--- src/odt_pkg.sv ---
// constants, register map and timing figures of the termination controller
// assumes a single 100 MHz core clock and a synchronous active-high reset
package odt_pkg;
  localparam int ADDR_W = 8;
  localparam int DATA_W = 32;
  localparam int LAT_W = 6;
  // register byte addresses
  localparam logic [ADDR_W-1:0] ADDR_CTRL = 8'h00;
  localparam logic [ADDR_W-1:0] ADDR_STAT = 8'h04;
  // ctrl fields
  localparam int CWL_LSB = 0;
  localparam int CL_LSB = 4;
  localparam int AL_LSB = 8;
  localparam int NOM_LSB = 10;
  localparam int WRT_LSB = 13;
  localparam int DLLPD_BIT = 15;
  // status fields
  localparam int ST_SYNC = 0;
  localparam int ST_ASYNC = 1;
  localparam int ST_START = 2;
  localparam int ST_FULL = 3;
  localparam int ST_WRSEL = 4;
  localparam int ST_HOLDERR = 5;
  localparam int ST_LAT_LSB = 6;
  // reset values
  localparam logic [3:0] CWL_RST = 4'h5;
  localparam logic [3:0] CL_RST = 4'h6;
  // additive latency field encodings
  localparam logic [1:0] AL_ZERO = 2'h0;
  localparam logic [1:0] AL_CL_M1 = 2'h1;
  localparam logic [1:0] AL_CL_M2 = 2'h2;
  // latency and hold figures in clocks
  localparam logic [LAT_W-1:0] LAT_OFFSET = 6'h02;
  localparam logic [LAT_W-1:0] SHORT_HOLD_CYC = 6'h04;
  localparam logic [LAT_W-1:0] LONG_HOLD_CYC = 6'h06;
  // async delays in ns, turned into clocks
  localparam real CLK_PERIOD_NS = 10.0;
  localparam real ASYNC_DLY_MIN_NS = 2.0;
  localparam real ASYNC_DLY_MAX_NS = 8.5;
  localparam int ASYNC_MIN_RAW = int'($ceil(ASYNC_DLY_MIN_NS / CLK_PERIOD_NS));
  localparam int ASYNC_MAX_RAW = int'($floor(ASYNC_DLY_MAX_NS / CLK_PERIOD_NS));
  localparam int ASYNC_MIN_CYC = (ASYNC_MIN_RAW < 1) ? 1 : ASYNC_MIN_RAW;
  localparam int ASYNC_MAX_CYC = (ASYNC_MAX_RAW < 1) ? 1 : ASYNC_MAX_RAW;
endpackage

--- src/odt_lat_if.sv ---
// carries odt samples to the latency line and the delayed tap back
// assumes the sampling side and the line share core_clk
interface odt_lat_if;
  import odt_pkg::*;
  logic sample;
  logic [LAT_W-1:0] tap_sel;
  logic tapped;
  modport src (output sample, output tap_sel, input tapped);
  modport line (input sample, input tap_sel, output tapped);
endinterface

--- src/odt_lat_line.sv ---
// programmable delay line for the sampled odt level
// assumes tap_sel already clamped to 0..DEPTH-1 by the user
module odt_lat_line #(
  parameter int DEPTH = 32
) (
  // clock and reset
  input logic core_clk,
  input logic rst,
  // link to the controller
  odt_lat_if.line lnk
);
  import odt_pkg::*;

  logic [DEPTH-1:0] stage_ff;
  logic [DEPTH-1:0] stage_in;

  // elaboration guard: the tap select field must reach every stage
  if (DEPTH < 2 || DEPTH > (1 << LAT_W))
  begin : g_bad_depth
    $error("odt_lat_line depth out of range");
  end

  // stage inputs: the head takes the new sample, the rest the stage before
  assign stage_in = {stage_ff[DEPTH-2:0], lnk.sample};

  // one flop per clock of latency; stage k is k clocks older than stage 0
  genvar gi;
  generate
    for (gi = 0; gi < DEPTH; gi++)
    begin : g_stage
      always_ff @(posedge core_clk)
      begin
        if (rst)
          stage_ff[gi] <= 1'b0;
        else
          stage_ff[gi] <= stage_in[gi];
      end
    end
  endgenerate

  // variable tap keeps one line serving every latency setting
  assign lnk.tapped = stage_ff[lnk.tap_sel[$clog2(DEPTH)-1:0]];
endmodule

--- src/odt_term_ctrl.sv ---
// on-die termination controller: sync and async regimes, dynamic write select
// assumes odt and commands are synchronous to core_clk, registers on a plain port
//
// Implementation choices: the register addresses and strobed register access.
module odt_term_ctrl #(
  parameter int LINE_DEPTH = 32
) (
  // clock and reset
  input logic core_clk,
  input logic rst,
  // register port
  input logic [odt_pkg::ADDR_W-1:0] reg_addr,
  input logic [odt_pkg::DATA_W-1:0] reg_wdata,
  input logic reg_wr,
  input logic reg_rd,
  output logic [odt_pkg::DATA_W-1:0] reg_rdata,
  // controller-side pins and device state
  input logic odt,
  input logic cke,
  input logic cmd_write,
  input logic write_bc4,
  input logic all_banks_idle,
  input logic dll_locked,
  input logic dll_relock,
  // termination state
  output logic term_start,
  output logic term_full,
  output logic write_strength_sel,
  output logic sync_mode,
  output logic async_mode
);
  import odt_pkg::*;

  // elaboration guards: one-clock async model, line depth inside the latency field
  if (ASYNC_MIN_CYC != 1 || ASYNC_MAX_CYC != 1)
  begin : g_bad_async
    $error("async path is built for a one-clock delay");
  end
  if (LINE_DEPTH < 2 || LINE_DEPTH >= (1 << LAT_W))
  begin : g_bad_depth
    $error("line depth does not fit the latency field");
  end

  odt_lat_if lat_if ();

  logic [3:0] write_cas_latency_ff;
  logic [3:0] cas_latency_ff;
  logic [1:0] additive_latency_field_ff;
  logic [2:0] nominal_termination_ff;
  logic [1:0] write_termination_field_ff;
  logic dll_powerdown_select_ff;
  logic odt_q_ff;
  logic [LAT_W-1:0] hold_cnt_ff;
  logic hold_err_ff;
  logic term_start_ff;
  logic term_full_ff;
  logic wr_sel_ff;
  logic dyn_act_ff;
  logic [LAT_W-1:0] dyn_cnt_ff;
  logic [LAT_W-1:0] dyn_hold_ff;
  logic sync_ff;
  logic async_ff;
  logic [DATA_W-1:0] rdata_ff;
  logic [LAT_W-1:0] additive_latency;
  logic [LAT_W-1:0] write_latency;
  logic [LAT_W-1:0] term_latency;
  logic term_enabled;
  logic async_c;
  logic sync_c;
  logic nxt_term_start;
  logic [LAT_W-1:0] nxt_hold_cnt;
  logic [LAT_W-1:0] write_hold;
  logic hold_err_set;
  logic hold_err_clr;
  logic dyn_quiet;

  // software configuration
  always_ff @(posedge core_clk)
  begin
    if (rst)
    begin
      write_cas_latency_ff <= CWL_RST;
      cas_latency_ff <= CL_RST;
      additive_latency_field_ff <= AL_ZERO;
      nominal_termination_ff <= 3'h0;
      write_termination_field_ff <= 2'h0;
      dll_powerdown_select_ff <= 1'b0;
    end
    else if (reg_wr && reg_addr == ADDR_CTRL)
    begin
      write_cas_latency_ff <= reg_wdata[CWL_LSB +: 4];
      cas_latency_ff <= reg_wdata[CL_LSB +: 4];
      additive_latency_field_ff <= reg_wdata[AL_LSB +: 2];
      nominal_termination_ff <= reg_wdata[NOM_LSB +: 3];
      write_termination_field_ff <= reg_wdata[WRT_LSB +: 2];
      dll_powerdown_select_ff <= reg_wdata[DLLPD_BIT];
    end
  end

  // latency arithmetic; reserved additive field reads as zero latency
  always_comb
  begin
    if (additive_latency_field_ff == AL_CL_M1)
      additive_latency = LAT_W'({2'h0, cas_latency_ff} - 6'h01);
    else if (additive_latency_field_ff == AL_CL_M2)
      additive_latency = LAT_W'({2'h0, cas_latency_ff} - 6'h02);
    else
      additive_latency = '0;
    write_latency = LAT_W'({2'h0, write_cas_latency_ff} + additive_latency);
    // clamp keeps the tap inside the line for odd settings
    if (write_latency <= LAT_OFFSET)
      term_latency = 6'h01;
    else if (write_latency - LAT_OFFSET >= LAT_W'(LINE_DEPTH))
      term_latency = LAT_W'(LINE_DEPTH - 1);
    else
      term_latency = write_latency - LAT_OFFSET;
  end

  // regime selection
  always_comb
  begin
    term_enabled = (nominal_termination_ff != 3'h0) || (write_termination_field_ff != 2'h0);
    async_c = term_enabled && (dll_relock
      || (!cke && all_banks_idle && !dll_powerdown_select_ff));
    sync_c = term_enabled && dll_locked && !async_c;
  end

  // sampled odt goes into the latency line every rising edge
  assign lat_if.sample = odt;
  assign lat_if.tap_sel = term_latency - 6'h01;

  odt_lat_line #(
    .DEPTH(LINE_DEPTH)
  ) u_line (
    .core_clk(core_clk),
    .rst(rst),
    .lnk(lat_if)
  );

  // next termination level; async path skips the latency line
  always_comb
  begin
    if (!term_enabled)
      nxt_term_start = 1'b0;
    else if (async_c)
      nxt_term_start = odt;
    else if (sync_c)
      nxt_term_start = lat_if.tapped;
    else
      nxt_term_start = 1'b0;
  end

  // termination output; full one clock after start in sync, with start in async, both drop together
  always_ff @(posedge core_clk)
  begin
    if (rst)
    begin
      term_start_ff <= 1'b0;
      term_full_ff <= 1'b0;
    end
    else
    begin
      term_start_ff <= nxt_term_start;
      if (async_c)
        term_full_ff <= nxt_term_start;
      else
        term_full_ff <= term_start_ff && nxt_term_start;
    end
  end

  // regime flags for software and pins
  always_ff @(posedge core_clk)
  begin
    if (rst)
    begin
      sync_ff <= 1'b0;
      async_ff <= 1'b0;
    end
    else
    begin
      sync_ff <= sync_c;
      async_ff <= async_c;
    end
  end

  // hold tracker: remaining clocks odt must stay registered high
  always_comb
  begin
    write_hold = (write_bc4 ? SHORT_HOLD_CYC : LONG_HOLD_CYC) - 6'h01;
    nxt_hold_cnt = (hold_cnt_ff != '0) ? hold_cnt_ff - 6'h01 : '0;
    if (odt && !odt_q_ff && nxt_hold_cnt < SHORT_HOLD_CYC - 6'h01)
      nxt_hold_cnt = SHORT_HOLD_CYC - 6'h01;
    if (odt && cmd_write && nxt_hold_cnt < write_hold)
      nxt_hold_cnt = write_hold;
    hold_err_set = sync_c && !odt && hold_cnt_ff != '0;
    hold_err_clr = reg_wr && reg_addr == ADDR_STAT && reg_wdata[ST_HOLDERR];
  end

  // tracker state; a short pulse only flags, termination still follows odt
  always_ff @(posedge core_clk)
  begin
    if (rst)
    begin
      odt_q_ff <= 1'b0;
      hold_cnt_ff <= '0;
    end
    else
    begin
      odt_q_ff <= odt;
      hold_cnt_ff <= odt ? nxt_hold_cnt : '0;
    end
  end

  // sticky hold error, write one to clear; a new error beats the clear
  always_ff @(posedge core_clk)
  begin
    if (rst)
      hold_err_ff <= 1'b0;
    else if (hold_err_set)
      hold_err_ff <= 1'b1;
    else if (hold_err_clr)
      hold_err_ff <= 1'b0;
  end

  // dynamic write strength window counted from the write
  always_ff @(posedge core_clk)
  begin
    if (rst || write_termination_field_ff == 2'h0)
    begin
      dyn_act_ff <= 1'b0;
      dyn_cnt_ff <= '0;
      dyn_hold_ff <= '0;
      wr_sel_ff <= 1'b0;
    end
    else if (cmd_write)
    begin
      dyn_act_ff <= 1'b1;
      dyn_cnt_ff <= 6'h01;
      dyn_hold_ff <= write_bc4 ? SHORT_HOLD_CYC : LONG_HOLD_CYC;
      if (dyn_act_ff && dyn_cnt_ff == term_latency + dyn_hold_ff)
        wr_sel_ff <= 1'b0;
    end
    else if (dyn_act_ff)
    begin
      dyn_cnt_ff <= dyn_cnt_ff + 6'h01;
      if (dyn_cnt_ff == term_latency)
        wr_sel_ff <= 1'b1;
      else if (dyn_cnt_ff == term_latency + dyn_hold_ff)
      begin
        wr_sel_ff <= 1'b0;
        dyn_act_ff <= 1'b0;
      end
    end
  end

  // read data one cycle after the strobe; unmapped reads zero
  always_ff @(posedge core_clk)
  begin
    if (rst)
      rdata_ff <= '0;
    else if (reg_rd && reg_addr == ADDR_CTRL)
      rdata_ff <= DATA_W'({dll_powerdown_select_ff, write_termination_field_ff,
        nominal_termination_ff, additive_latency_field_ff, cas_latency_ff,
        write_cas_latency_ff});
    else if (reg_rd && reg_addr == ADDR_STAT)
      rdata_ff <= DATA_W'({term_latency, hold_err_ff, wr_sel_ff, term_full_ff,
        term_start_ff, async_ff, sync_ff});
    else
      rdata_ff <= '0;
  end

  assign reg_rdata = rdata_ff;
  assign term_start = term_start_ff;
  assign term_full = term_full_ff;
  assign write_strength_sel = wr_sel_ff;
  assign sync_mode = sync_ff;
  assign async_mode = async_ff;

  // quiet window after a write at the shortest latency, watched by the dynamic checks
  assign dyn_quiet = !cmd_write && write_termination_field_ff != 2'h0 && term_latency == 6'h03;

  // checks
  chk_off_hiz: assert property (@(posedge core_clk) disable iff (rst)
    !term_enabled |=> !term_start_ff && !term_full_ff)
    else $error("termination active while disabled");

  chk_async_follow: assert property (@(posedge core_clk) disable iff (rst)
    async_c |=> term_start_ff == $past(odt) && term_full_ff == $past(odt))
    else $error("async termination did not follow odt in one clock");

  chk_sync_on_lat: assert property (@(posedge core_clk) disable iff (rst)
    odt ##3 (sync_c && term_latency == 6'h03) |=> term_start_ff)
    else $error("sync turn-on latency wrong");

  chk_sync_off_lat: assert property (@(posedge core_clk) disable iff (rst)
    !odt ##3 (sync_c && term_latency == 6'h03) |=> !term_start_ff && !term_full_ff)
    else $error("sync turn-off latency wrong");

  chk_full_skew: assert property (@(posedge core_clk) disable iff (rst)
    $rose(term_start_ff) && sync_c |=> term_full_ff || !term_start_ff)
    else $error("termination not fully on one clock after start");

  chk_full_start: assert property (@(posedge core_clk) disable iff (rst)
    term_full_ff |-> term_start_ff)
    else $error("full termination without start");

  chk_short_hold: assert property (@(posedge core_clk) disable iff (rst)
    (odt && !odt_q_ff) ##1 (!odt && sync_c) |=> hold_err_ff)
    else $error("short odt pulse not flagged");

  chk_write_hold: assert property (@(posedge core_clk) disable iff (rst)
    (odt && cmd_write && !write_bc4) ##1 odt [*4] ##1 (!odt && sync_c) |=> hold_err_ff)
    else $error("write hold breach not flagged");

  chk_dyn_off: assert property (@(posedge core_clk) disable iff (rst)
    write_termination_field_ff == 2'h0 |=> !wr_sel_ff)
    else $error("write strength selected with field off");

  chk_unmapped_rd: assert property (@(posedge core_clk) disable iff (rst)
    reg_rd && reg_addr != ADDR_CTRL && reg_addr != ADDR_STAT |=> reg_rdata == '0)
    else $error("unmapped read not zero");

  chk_dyn_on_lat: assert property (@(posedge core_clk) disable iff (rst)
    (cmd_write && write_termination_field_ff != 2'h0 && term_latency == 6'h03)
      ##1 dyn_quiet [*3] |=> wr_sel_ff)
    else $error("write strength not selected one latency after write");

  chk_dyn_off_lat: assert property (@(posedge core_clk) disable iff (rst)
    (cmd_write && write_bc4 && write_termination_field_ff != 2'h0 && term_latency == 6'h03)
      ##1 dyn_quiet [*7] |=> !wr_sel_ff)
    else $error("write strength not released after chop window");

  chk_hold_exact: assert property (@(posedge core_clk) disable iff (rst)
    (odt && !odt_q_ff && !cmd_write) ##1 (odt && !cmd_write) [*3]
      ##1 (!odt && sync_c && !hold_err_ff) |=> !hold_err_ff)
    else $error("exact short hold flagged as error");

  chk_write_ok: assert property (@(posedge core_clk) disable iff (rst)
    (odt && cmd_write && !write_bc4) ##1 (odt && !cmd_write) [*5]
      ##1 (!odt && sync_c && !hold_err_ff) |=> !hold_err_ff)
    else $error("exact long write hold flagged as error");

  chk_err_sticky: assert property (@(posedge core_clk) disable iff (rst)
    hold_err_ff && !hold_err_clr |=> hold_err_ff)
    else $error("hold error lost without a clear");

  chk_rd_idle_zero: assert property (@(posedge core_clk) disable iff (rst)
    !reg_rd |=> reg_rdata == '0)
    else $error("read data present without a read");

  chk_wr_sel_field: assert property (@(posedge core_clk) disable iff (rst)
    wr_sel_ff |-> $past(write_termination_field_ff) != 2'h0)
    else $error("write strength selected after field cleared");

  chk_lat_range: assert property (@(posedge core_clk) disable iff (rst)
    term_latency != '0 && term_latency < LAT_W'(LINE_DEPTH))
    else $error("termination latency outside the line");
endmodule

--- config.mk ---
export PLATFORM = sky130hd
export DESIGN_NAME = odt_term_ctrl
export DESIGN_NICKNAME = d
export VERILOG_FILES = /design/src/odt_pkg.sv /design/src/odt_lat_if.sv /design/src/odt_lat_line.sv /design/src/odt_term_ctrl.sv
export SDC_FILE = /design/constraint.sdc
export NUM_CORES = 1
export LEC_CHECK = 0
export BUFFER_PORTS_ARGS = -buffer_cell sky130_fd_sc_hd__buf_2
export CAP_MARGIN = 25
export CORE_ASPECT_RATIO = 0.6
export CORE_MARGIN = 2
export CORE_UTILIZATION = 55
export DETAILED_ROUTE_END_ITERATION = 8
export GPL_ROUTABILITY_DRIVEN = 0
export GPL_TIMING_DRIVEN = 0
export PLACE_DENSITY = 0.79
export SYNTH_ARGS = -nofsm -noshare
export SYNTH_HDL_FRONTEND = slang
export SYNTH_SLANG_ARGS = --single-unit
--- constraint.sdc ---
create_clock -name core_clk -period 5.1 [get_ports core_clk]
set_input_delay 0.51 -clock core_clk [delete_from_list [all_inputs] [get_ports core_clk]]
set_output_delay 0.51 -clock core_clk [all_outputs]
set_load 0.005 [all_outputs]
==> results of run 1 <==
[final cells by class]
class                   instances  share of cell area [%]
multi-input cells             326                    46.0
flip-flops and latches         85                    34.8
repair buffers                 53                    5.42
clock buffers                  11                    4.96
plain buffers                  32                    3.86
well taps                     104                    2.66
inverters                      17                    1.31
clock inverters                 4                   0.998
[cells by family (layout without fill, tap and decap cells)]
kind of cell             count (synthesis)  after routing
AO/OA/AOI/OAI                           66             66
XOR/XNOR                                22             22
adder cells (fa/ha/maj)                 18             18
buffers and inverters                   50            117
flip-flops                              85             85
multiplexers                            30             30
other                                    1             16
AND/OR/NAND/NOR                        174            174
[synth_stat cells (2+ instances only)]
library cell / count
o21ai_0: 9
dfxtp_1: 85
nor3_1: 8
nor2_1: 43
fa_1: 2
and2_1: 8
nand3_1: 4
clkbuf_1: 15
mux2i_1: 21
nand3b_1: 3
o21a_1: 2
mux4_2: 5
a21oi_1: 30
nand2b_1: 5
and3_1: 2
nand2_1: 44
ha_1: 16
a211oi_1: 3
or3_1: 3
a211o_1: 2
nand4_1: 3
inv_1: 17
mux4_1: 3
nor2b_1: 37
xnor2_1: 8
a21o_1: 2
o22ai_1: 5
xor2_1: 14
buf_4: 16
[metrics by stage]
| step | cell area [um2] | total power [mW] |
|---|---|---|
| 5_1_grt | 4890 | 1.76 |
| 2_1_floorplan | 4210 | 0.981 |
| 4_1_cts | 4890 | 1.69 |
| 3_3_place_gp | 4600 | 1.04 |
| 6_report | 4890 | 1.68 |
| 3_5_place_dp | 4600 | 1.06 |
[worst paths after layout]
check	end	depth (start not counted)
worst min-delay path	cas_latency_ff[2]$_SDFFE_PP1P_	2
worst min register to register	u_line.stage_ff[3]$_SDFF_PP0_	1
worst max register to register	term_full$_SDFF_PP0_	18
worst max-delay path	term_full$_SDFF_PP0_	18
[worst register-to-register path: cells and delay by family (launching register included)]
kind	cells	cell delay [ns]
multiplexers	3	0.64
AND/OR/NAND/NOR	3	0.49
XOR/XNOR	1	0.22
buffers and inverters	2	0.34
AO/OA/AOI/OAI	5	1.07
adder cells (fa/ha/maj)	4	1.34
flip-flops	1	0.48
[state kept, by name, indices dropped and copies added (netlist names)]
register                    count
reg_rdata                      16
dll_powerdown_select_ff         1
write_strength_sel              1
hold_err_ff                     1
dyn_hold_ff                     2
additive_latency_field_ff       2
odt_q_ff                        1
hold_cnt_ff                     6
cas_latency_ff                  4
write_termination_field_ff      2
nominal_termination_ff          3
write_cas_latency_ff            4
u_line.stage_ff                31
dyn_act_ff                      1
sync_mode                       1
term_full                       1
term_start                      1
async_mode                      1
dyn_cnt_ff                      6
[where the power goes]
| part | internal [mW] | switching [mW] |
|---|---|---|
| clock network | 0.389 | 0.248 |
| registers | 0.684 | 0.0173 |
| logic | 0.153 | 0.193 |
| total | 1.23 | 0.458 |
[metal layers]
| metal | share of wire, % | track usage [%] | vias to the layer above |
|---|---|---|---|
| li1 | - | - | 1636 |
| met5 | 0 | 0 | - |
| met3 | 4.6 | 5.58 | 9 |
| met1 | 49 | 34.2 | 1554 |
| met2 | 46 | 38.5 | 72 |
| met4 | 0.55 | 5.42 | 0 |
==> results.md, run 1 <==
- Final Util: 67.0%
- Num CTS Buffers: 9
- Area contributors post-synth: dfxtp_1 (41%), nor2b_1 (5.6%), mux2i_1 (5.1%)
- Hold-fix buffers, CTS: 0
- Sequential area share after synthesis: 41.0%
- Hold_ws: 0.386 ns
- CP Cell Sequence: nor2_1, nand2_1, o21ai_0, ha_1, fa_1, xor2_1, inv_1, ha_1, o2111a_1, a211oi_4, nor3b_4, buf_6, ha_1, mux4_1, mux2i_1, mux2i_1, a22oi_1, o21ai_1
- Cell Area, Synth: 4150 um2
- Critical path buffers and inverters: 2
- CP max stage delay: 0.48 ns
- Final setup margin: 0.422 ns
- Antenna-violating nets left: 0
- Longest Clk Path Bufs: 2
- Max Transition Viols Final: 0
- Total gr overflow: 0
- Critical hold path startpoint: reg_wdata[6]
- Rows: 24
- Vias per inst: 5.18
- Power per cell area: 345 nW/um2
- Kind of critical path: reg2reg
- Count of input and output buffers: 53
- Number of nets in the layout: 593
- Worst-path fanout max: 10
- Outcome: completed
- Pre-CTS WS: 0.306 ns
- GRT Total Usage: 24.2%
- Crit-path slowest cell: dfxtp_1
- Worst Max-Slew Pin Slew: 0.696 ns
- Tcrit/Tclk final: 91.7%
- Minimum clock period: 4.68 ns
- Multiplexer share of the synthesized area: 9.95%
- Most used DFF post-synth: dfxtp_1
- Most frequent CP cell: ha_1
- Yosys cell types: 60
- Initial core utilization: 56.9%
- Total negative slack: 0 ns
- Detailed Place HPWL: 7180 um
- Final count of hold timing violations: 0
- Iteration-0 DRC count of the detailed router: 203
- Via Count: 3271
- Synth Register Bits: 85
- Die area: 8280 um2
- Post-CTS Setup Bufs: 0
- Worst-skew pair later-pin latency: 0.34 ns
- Fmax: 0.214 GHz
- Fill count: 604
- Endpoint class of the critical path: flip-flop
- Avg Inst Size Synth: 9.31 um2
- CTS-repair resized insts: 0
- Multi-input logic area: 2250 um2
- Cell taking the most area after synthesis: dfxtp_1
- Required @ worst endpoint: 5.32 ns
- Reg2reg setup slack: 0.42 ns
- Post-synthesis xor/xnor area fraction: 4.64%
- Core Box Area: 7300 um2
- Die height: 71.3 um
- Layout cells sized above 1: 19.5%
- Startpoint types: flip-flop
- Largest net degree at the start of global routing: 14
- MaxCap Viol Count: 0
- Non-filler cells, final: 632
- Share of the synthesized area in the top cell type: 41.0%
- Area occupied by registers: 1700 um2
- Synth Area in Adders: 5.79%
- Max_slew headroom: 53.6%
- TritonCTS sink count: 85
- Drt drc: 0
- Routed wire length: 9320 um
- Largest family of logic cells by synthesized area: simple AND/OR/NAND/NOR gates
- Io pins: 88
- Worst r2r src: cas_latency_ff[0]$_SDFFE_PP0P_
- Diode count: 0
- Reg clk slew, reported paths: 0.06 ns
- Unrepaired setup endpoints after global routing: false
- Max VDD drop: 0.000394 V
- Clk root buf: clkbuf_16
- Avg WL per Cell: 14.7 um
- Crit-path leading delay family: adder cells
- Worst setup startpoint: cas_latency_ff[0]$_SDFFE_PP0P_
- CTS tree: done
- Simple-gate share of the synthesized area: 21.7%
- Cells after Synth: 446
- Area Growth Syn to Fin: 17.8%
- Post-synthesis compound-gate area fraction: 10.6%
- Final Setup Violations: 0
- Commonest non-fill, non-tap cell in the layout: dfxtp_1
- Leakage: 2.16 nW
- Pre-Repair DR Iteration Count: 5
- Hold Path Class: in2reg
- Initial antenna violation count: 0
- Syn. warnings: 0
- CTS H-tree depth: 3
- Post-synth EDFFs: 0
- CP arrival: 4.90 ns
- Asr flop ratio synth: 0%
- First-pass GRT wire length: 15500 um
- DIE WIDTH: 116 um
- Placed instance count: 618
- Most frequent cells in the layout: dfxtp_1 (85), buf_2 (54), nand2_1 (44)
- Vias in the first global route: 3277
- Clock Skew: 0.00682 ns
Power figures use the tool's default switching activity.
==> run 2: changes to the inputs <==
--- a/config.mk
+++ b/config.mk
@@ -5,15 +5,16 @@
 export SDC_FILE = /design/constraint.sdc
 export NUM_CORES = 1
 export LEC_CHECK = 0
-export BUFFER_PORTS_ARGS = -buffer_cell sky130_fd_sc_hd__buf_2
+export ABC_AREA = 1
 export CAP_MARGIN = 25
 export CORE_ASPECT_RATIO = 0.6
 export CORE_MARGIN = 2
-export CORE_UTILIZATION = 55
+export CORE_UTILIZATION = 57
 export DETAILED_ROUTE_END_ITERATION = 8
+export DONT_BUFFER_PORTS = 1
 export GPL_ROUTABILITY_DRIVEN = 0
 export GPL_TIMING_DRIVEN = 0
-export PLACE_DENSITY = 0.79
+export PLACE_DENSITY = 0.71
 export SYNTH_ARGS = -nofsm -noshare
 export SYNTH_HDL_FRONTEND = slang
 export SYNTH_SLANG_ARGS = --single-unit
==> run 2 against run 1 <==
  * Largest power group unchanged
  * Setup slack lost 0.0083 ns
  * Maximum frequency shrank 0.18%
  * Critical path type unchanged
  * Clock-buffer cell count is the same
  * Area after synthesis increased by 2.6%
  * Total power is 2.6% lower
  * Clock power up 0.8%
  * Register-to-register slack barely moved
  * Final area is 3.0% lower
==> results.md, run 2 <==
- Cells after Synth: 581 (+30%)
- Power per cell area: 346 nW/um2 (+0.41%)
- Placed instance count: 700 (+13%)
- Avg Inst Size Synth: 7.33 um2 (-21%)
- GRT Total Usage: 25.5% (+1.3 points)
- Cell taking the most area after synthesis: dfxtp_1
- CTS tree: done
- Hold-fix buffers, CTS: 0 (unchanged)
- Gr busiest metal: met1
- Pre-Repair DR Iteration Count: 5 (unchanged)
- Post-CTS Setup Bufs: 0 (unchanged)
- MaxCap Viol Count: 0 (unchanged)
- Required @ worst endpoint: 5.38 ns (+0.06 ns)
- Reg clk slew, reported paths: 0.06 ns (about the same)
- Post-synth EDFFs: 0 (unchanged)
- Hold path depth: 2 (unchanged)
- Hold Path End: write_cas_latency_ff[2]$_SDFFE_PP1P_
- Vias per inst: 5.29 (+2.1%)
- Number of nets in the layout: 677 (+14%)
- Startpoint types: flip-flop
- Die area: 8200 um2 (-0.96%)
- Worst-skew pair later-pin latency: 0.34 ns (about the same)
- Clock Skew: 0.00510 ns (-0.00172 ns)
- Asr flop ratio synth: 0% (unchanged)
- Non-filler cells, final: 716 (+13%)
- Max_slew headroom: 43.0% (-11 points)
- Worst r2r src: cas_latency_ff[0]$_SDFFE_PP0P_
- DIE WIDTH: 116 um (-0.49%)
- Antenna-violating nets left: 0 (unchanged)
- Final Util: 65.5% (-1.5 points)
- Unrepaired setup endpoints after global routing: false
- Most frequent cells in the layout: nand2_1 (107), inv_1 (89), dfxtp_1 (85)
- Worst Max-Slew Pin Slew: 0.848 ns (+0.152 ns)
- Max VDD drop: 0.000351 V (-11%)
- Endpoint class of the critical path: flip-flop
- Cell Area, Synth: 4260 um2 (+2.6%)
- Io pins: 88 (unchanged)
- Worst-path fanout max: 10 (unchanged)
- Via Count: 3785 (+16%)
- Hold Path Class: in2reg
- Total Power: 1.64 mW (-2.6%)
- Critical hold path startpoint: reg_wdata[2]
- CTS H-tree depth: 3 (unchanged)
- Reg2reg setup slack: 0.41 ns (about the same)
- Max reg flops: 31 (unchanged)
- Worst R2R Path Depth: 22 (+4)
- Diode count: 0 (unchanged)
- Leakage: 2.07 nW (-4.3%)
- Total negative slack: 0 ns (unchanged)
- CTS-repair resized insts: 0 (unchanged)
- CP arrival: 4.96 ns (+0.06 ns)
- Routed wire length: 10100 um (+8.6%)
- Most common cell in the synthesized netlist: nand2_1
- Max Transition Viols Final: 0 (unchanged)
- TritonCTS sink count: 85 (unchanged)
- Final count of hold timing violations: 0 (unchanged)
- Core Box Area: 7240 um2 (-0.82%)
- Final setup margin: 0.414 ns (-0.00831 ns)
- Final Setup Violations: 0 (unchanged)
- Grt met3 use: 7.80% (+2.2 points)
- Synth Register Bits: 85 (unchanged)
- Area Growth Syn to Fin: 11.3%
- Outcome: completed
- Count of input and output buffers: 0 (-100%)
- Detailed Place HPWL: 7740 um (+7.7%)
- Synth cell count leaders: nand2_1 (107), inv_1 (89), dfxtp_1 (85), nor2_1 (66), nand3_1 (61)
- Share of the synthesized area in the top cell type: 40.0% (-1.0 points)
- Rows: 24 (unchanged)
- Minimum clock period: 4.69 ns (+0.00831 ns)
- Yosys cell types: 43 (-28%)
- Fmax: 0.213 GHz (-0.18%)
- Total gr overflow: 0 (unchanged)
- Pre-CTS WS: 0.545 ns (+0.239 ns)
- Longest Clk Path Bufs: 2 (unchanged)
- Vias in the first global route: 3318 (+1.3%)
- Clk root buf: clkbuf_16
- Commonest non-fill, non-tap cell in the layout: nand2_1
- Kind of critical path: reg2reg
- Syn. warnings: 0 (unchanged)
- Most used DFF post-synth: dfxtp_1
- Met2 usage in global routing: 35.5% (-2.9 points)
- Sequential area share after synthesis: 40.0% (-1.0 points)
- Area contributors post-synth: dfxtp_1 (40%), nand2_1 (9.4%), inv_1 (7.8%)
- Die height: 70.9 um (-0.48%)
- Tcrit/Tclk final: 91.9% (+0.16 points)
- Num CTS Buffers: 9 (unchanged)
- Initial antenna violation count: 0 (unchanged)
- Largest net degree at the start of global routing: 14 (unchanged)
- Met1 GRT Util: 38.0% (+3.7 points)
- Drt drc: 0 (unchanged)
- Iteration-0 DRC count of the detailed router: 375 (+85%)
- Crit Reg-Reg Endpoint: term_full$_SDFF_PP0_
- First-pass GRT wire length: 16200 um (+4.4%)
- Avg WL per Cell: 14.1 um (-4.2%)
- Most flops, register: u_line.stage_ff
- Layout cells sized above 1: 9.64% (-9.9 points)
- Initial core utilization: 58.8% (+2.0 points)
[run 2: report_power, final]
group          switching, mW  leakage (nW)  internal [mW]  total, mW
registers             0.0127         0.686          0.683      0.696
clock network          0.253         0.145          0.389      0.642
logic                  0.194          1.24          0.108      0.302
total                  0.460          2.07           1.18       1.64
[run 2: critical path, cell delays in order (launching register included)]
cell and delay, ns:
dfxtp_1 0.38, inv_1 0.09, ha_1 0.29, o21ai_0 0.46, fa_1 0.56, inv_1 0.22
ha_1 0.23, nand3_2 0.12, o21ai_2 0.27, nor2_4 0.11, buf_6 0.16, ha_1 0.27
clkbuf_1 0.34, inv_1 0.28, nand3_1 0.21, nand3_1 0.09, nand3_1 0.08, nand2_1 0.06
nand2_1 0.05, nand3_1 0.11, nand2_1 0.09, nand2_1 0.06, nor2_1 0.08
[run 2: area by class of cell]
| class | count | area (um2) |
|---|---|---|
| fill | 633 | 2500 |
| multi-input combinational | 388 | 2070 |
| sequential | 85 | 1700 |
| inverter | 94 | 353 |
| clock buffer | 11 | 243 |
| buffer | 29 | 193 |
| tap | 104 | 130 |
| clock inverter | 4 | 48.8 |
| timing repair buffer | 1 | 5.00 |
[run 2: worst max-delay path by stage]
stage | start | to | slack (ns) | depth (start not counted)
after floorplan | cas_latency_ff[0]$_SDFFE_PP0P_ | term_full$_SDFF_PP0_ | 1.43 | 22
after global placement | cas_latency_ff[0]$_SDFFE_PP0P_ | term_full$_SDFF_PP0_ | 0.63 | 22
after detailed placement | cas_latency_ff[0]$_SDFFE_PP0P_ | term_full$_SDFF_PP0_ | 0.54 | 22
after CTS | cas_latency_ff[0]$_SDFFE_PP0P_ | term_full$_SDFF_PP0_ | 0.51 | 22
after global routing | cas_latency_ff[0]$_SDFFE_PP0P_ | term_full$_SDFF_PP0_ | 0.10 | 22
final | cas_latency_ff[0]$_SDFFE_PP0P_ | term_full$_SDFF_PP0_ | 0.41 | 22
[run 2: layer usage]
metal  vias up  wire length (um)
li1       1888                 -
met1      1731              4900
met2       149              4240
met3        17               830
met4         0               146
met5         -                 0
[run 2: stage by stage]
step,instance area (um2),hold WS [ns]
4_1_cts,4740,0.287
2_1_floorplan,4310,0.403
3_3_place_gp,4440,0.405
3_5_place_dp,4440,0.414
6_report,4740,0.292
5_1_grt,4740,0.290
[run 2: cells by family (layout without fill, tap and decap cells)]
| logic type | after synthesis | after routing | synth area share [%] |
|---|---|---|---|
| simple gates | 273 | 273 | 29.3 |
| other cells | 1 | 16 | 0.0881 |
| compound gates | 70 | 70 | 9.73 |
| flops | 85 | 85 | 40.0 |
| fa+ha+maj | 18 | 18 | 5.64 |
| xor+xnor | 11 | 11 | 2.44 |
| buf+inv | 123 | 139 | 12.8 |
==> run 3: changes to the inputs <==
--- a/config.mk
+++ b/config.mk
@@ -13,7 +13,6 @@
 export DETAILED_ROUTE_END_ITERATION = 8
 export DONT_BUFFER_PORTS = 1
 export GPL_ROUTABILITY_DRIVEN = 0
-export GPL_TIMING_DRIVEN = 0
 export PLACE_DENSITY = 0.71
 export SYNTH_ARGS = -nofsm -noshare
 export SYNTH_HDL_FRONTEND = slang
==> run 3 against run 2 <==
  * Maximum frequency increased by 6.8%
  * Utilization fell by 2.4 points
  * Clock power grew 4.0%
  * Total power rose by 0.22%
  * Final cell count shrank 3.9%
  * Combinational power shrank 7.3%
  * Clock skew barely moved
  * Worst hold slack got worse by 0.060 ns
  * Die area did not move
  * Sequential share of layout area rose by 1.3 points
  * Critical path type unchanged
==> results.md, run 3 (synthesis gave the netlist of run 2 again) <==
- Initial core utilization: 58.8% (unchanged)
- Endpoint class of the critical path: flip-flop
- Longest Clk Path Bufs: 2 (unchanged)
- Diode count: 0 (unchanged)
- Outcome: completed
- Worst setup startpoint: cas_latency_ff[0]$_SDFFE_PP0P_
- Reg2reg setup slack: 0.71 ns (+0.30 ns)
- Drt drc: 0 (unchanged)
- Number of nets in the layout: 648 (-4.3%)
- Worst Max-Slew Pin Slew: 0.943 ns (+0.0954 ns)
- Antenna-violating nets left: 0 (unchanged)
- Largest net degree at the start of global routing: 38 (+24)
- Hold Path Class: in2reg
- Max VDD drop: 0.000285 V (-19%)
- Sw Share: 27.8% (-0.25 points)
- Post-CTS Setup Bufs: 0 (unchanged)
- Die area: 8200 um2 (unchanged)
- Worst R2R Path Depth: 20 (-9.1%)
- GRT Total Usage: 24.7% (-0.85 points)
- Required @ worst endpoint: 5.38 ns (about the same)
- CP max stage delay: 0.56 ns (about the same)
- Vias in the first global route: 3228 (-2.7%)
- Initial antenna violation count: 0 (unchanged)
- Crit-path slowest cell: fa_1
- Total Power: 1.64 mW (+0.22%)
- Startpoint types: flip-flop
- Critical path buffers and inverters: 3 (-2)
- Reg clk slew, reported paths: 0.06 ns (about the same)
- Hold-fix buffers, CTS: 0 (unchanged)
- DIE WIDTH: 116 um (unchanged)
- Final Setup Violations: 0 (unchanged)
- Worst r2r src: cas_latency_ff[0]$_SDFFE_PP0P_
- Gate power share: 17.0% (-1.4 points)
- Pint: 1.19 mW (+0.57%)
- Clk root buf: clkbuf_16
- Gr busiest metal: met1
- Crit-path leading delay family: adder cells
- Io pins: 88 (unchanged)
- CTS-repair resized insts: 0 (unchanged)
- Fill count: 648 (+2.4%)
- TritonCTS sink count: 85 (unchanged)
- Rows: 24 (unchanged)
- Net switching power: 0.457 mW (-0.69%)
- Worst-path fanout max: 9 (-1)
- Clock Skew: 0.00523 ns (+0.000128 ns)
- Leakage: 1.95 nW (-5.7%)
- CTS tree: done
- CP arrival: 4.67 ns (-0.29 ns)
- Via Count: 3666 (-3.1%)
- End point of the critical path: term_full$_SDFF_PP0_
- Count of input and output buffers: 0 (unchanged)
- Total negative slack: 0 ns (unchanged)
- Core Box Area: 7240 um2 (unchanged)
- MaxCap Viol Count: 0 (unchanged)
- Fmax: 0.228 GHz (+6.8%)
- Vias per inst: 5.33 (+0.80%)
- Num CTS Buffers: 9 (unchanged)
- Clock share of power: 40.7% (+1.5 points)
- Max_slew headroom: 36.5% (-6.5 points)
- Avg WL per Cell: 14.1 um (-0.33%)
- Layout cells sized above 1: 7.02% (-2.6 points)
- Worst-skew pair later-pin latency: 0.34 ns (about the same)
- Die height: 70.9 um (unchanged)
- Routed wire length: 9690 um (-4.2%)
- Grt met3 use: 7.20% (-0.60 points)
- Minimum clock period: 4.39 ns (-0.300 ns)
- Power per cell area: 360 nW/um2 (+3.9%)
- Most flops, register: u_line.stage_ff
- Final count of hold timing violations: 0 (unchanged)
- First-pass GRT wire length: 15600 um (-3.7%)
- Max Transition Viols Final: 0 (unchanged)
- Final Util: 63.2% (-2.4 points)
- Detailed Place HPWL: 7360 um (-4.9%)
- Total gr overflow: 0 (unchanged)
- Pre-Repair DR Iteration Count: 5 (unchanged)
- Area Growth Syn to Fin: 7.35%
- Kind of critical path: reg2reg
- Crit Reg-Reg Endpoint: term_full$_SDFF_PP0_
- Met1 GRT Util: 36.0% (-2.0 points)
- Commonest non-fill, non-tap cell in the layout: nand2_1
- Max reg flops: 31 (unchanged)
- Multi-input logic area: 2070 um2 (unchanged)
- Unrepaired setup endpoints after global routing: false
- Most frequent cells in the layout: nand2_1 (107), inv_1 (89), dfxtp_1 (85)
- Iteration-0 DRC count of the detailed router: 309 (-18%)
- Tcrit/Tclk final: 86.0% (-5.9 points)
- CP Cell Sequence: inv_1, ha_1, o21ai_0, fa_1, inv_1, ha_1, nand3_2, o21ai_2, o21ai_4, ha_1, inv_1, nand3_1, nand3_1, nand3_1, nand2_1, nand2_1, nand3_1, nand2_1, nand2_1, nor2_1
- CTS H-tree depth: 3 (unchanged)
- Crit path depth: 20 (-9.1%)
- Seq pwr share: 42.3% (about the same)
- Area occupied by registers: 1700 um2 (unchanged)
- Met2 usage in global routing: 34.7% (-0.84 points)
## run 3: cell types whose count changed in the layout (fill, tap and decap cells not counted), sizes merged
cell	change
clkinvlp	+2
buf	-21
clkbuf	-8
clkinv	-1
## run 3: metal layers
layer	wire (um)	vias up
met4	189	0
met2	4000	132
met1	4820	1679
met3	682	20
met5	0	-
li1	-	1835
## run 3: worst reg2reg max path: stages (launching register included)
cell	delay, ns
dfxtp_1	0.36
inv_1	0.09
ha_1	0.30
o21ai_0	0.47
fa_1	0.56
inv_1	0.21
ha_1	0.22
nand3_2	0.12
o21ai_2	0.28
o21ai_4	0.14
ha_1	0.51
inv_1	0.25
nand3_1	0.14
nand3_1	0.10
nand3_1	0.11
nand2_1	0.07
nand2_1	0.06
nand3_1	0.10
nand2_1	0.07
nand2_1	0.06
nor2_1	0.10
## run 3: worst min path at each step
| stage | from | to | depth (start not counted) | slack (ns) |
|---|---|---|---|---|
| after detailed placement | u_line.stage_ff[22]$_SDFF_PP0_ | u_line.stage_ff[23]$_SDFF_PP0_ | 2 | 0.41 |
| after CTS | rst | u_line.stage_ff[19]$_SDFF_PP0_ | 1 | 0.22 |
| after global placement | u_line.stage_ff[1]$_SDFF_PP0_ | u_line.stage_ff[2]$_SDFF_PP0_ | 2 | 0.41 |
| after floorplan | u_line.stage_ff[13]$_SDFF_PP0_ | u_line.stage_ff[14]$_SDFF_PP0_ | 2 | 0.40 |
| final | rst | u_line.stage_ff[19]$_SDFF_PP0_ | 1 | 0.23 |
| after global routing | rst | u_line.stage_ff[18]$_SDFF_PP0_ | 1 | 0.22 |
## run 3: cell type report
cell class,count,share of cell area [%]
well taps,104,2.85
flip-flops and latches,85,37.2
clock buffers,11,5.53
repair buffers,1,0.164
clock inverters,5,1.29
inverters,94,7.72
multi-input cells,388,45.2
## run 3: power groups by stage
stage / logic [mW] / registers, mW / clock network [mW]
final: 0.280 / 0.695 / 0.668
after global routing: 0.326 / 0.698 / 0.707
after CTS: 0.278 / 0.696 / 0.681
after detailed placement: 0.275 / 0.710 / 0
after global placement: 0.265 / 0.709 / 0
after floorplan: 0.237 / 0.707 / 0
## run 3: stage by stage
stage / instances / hold slack [ns] / instance area [um2] / setup WS [ns]
finish: 688 / 0.232 / 4570 / 0.714
global route: 688 / 0.217 / 4570 / 0.435
CTS: 688 / 0.219 / 4570 / 0.791
detailed placement: 672 / 0.410 / 4260 / 0.818
global placement: 672 / 0.407 / 4260 / 0.913
floorplan: 596 / 0.403 / 4310 / 1.43
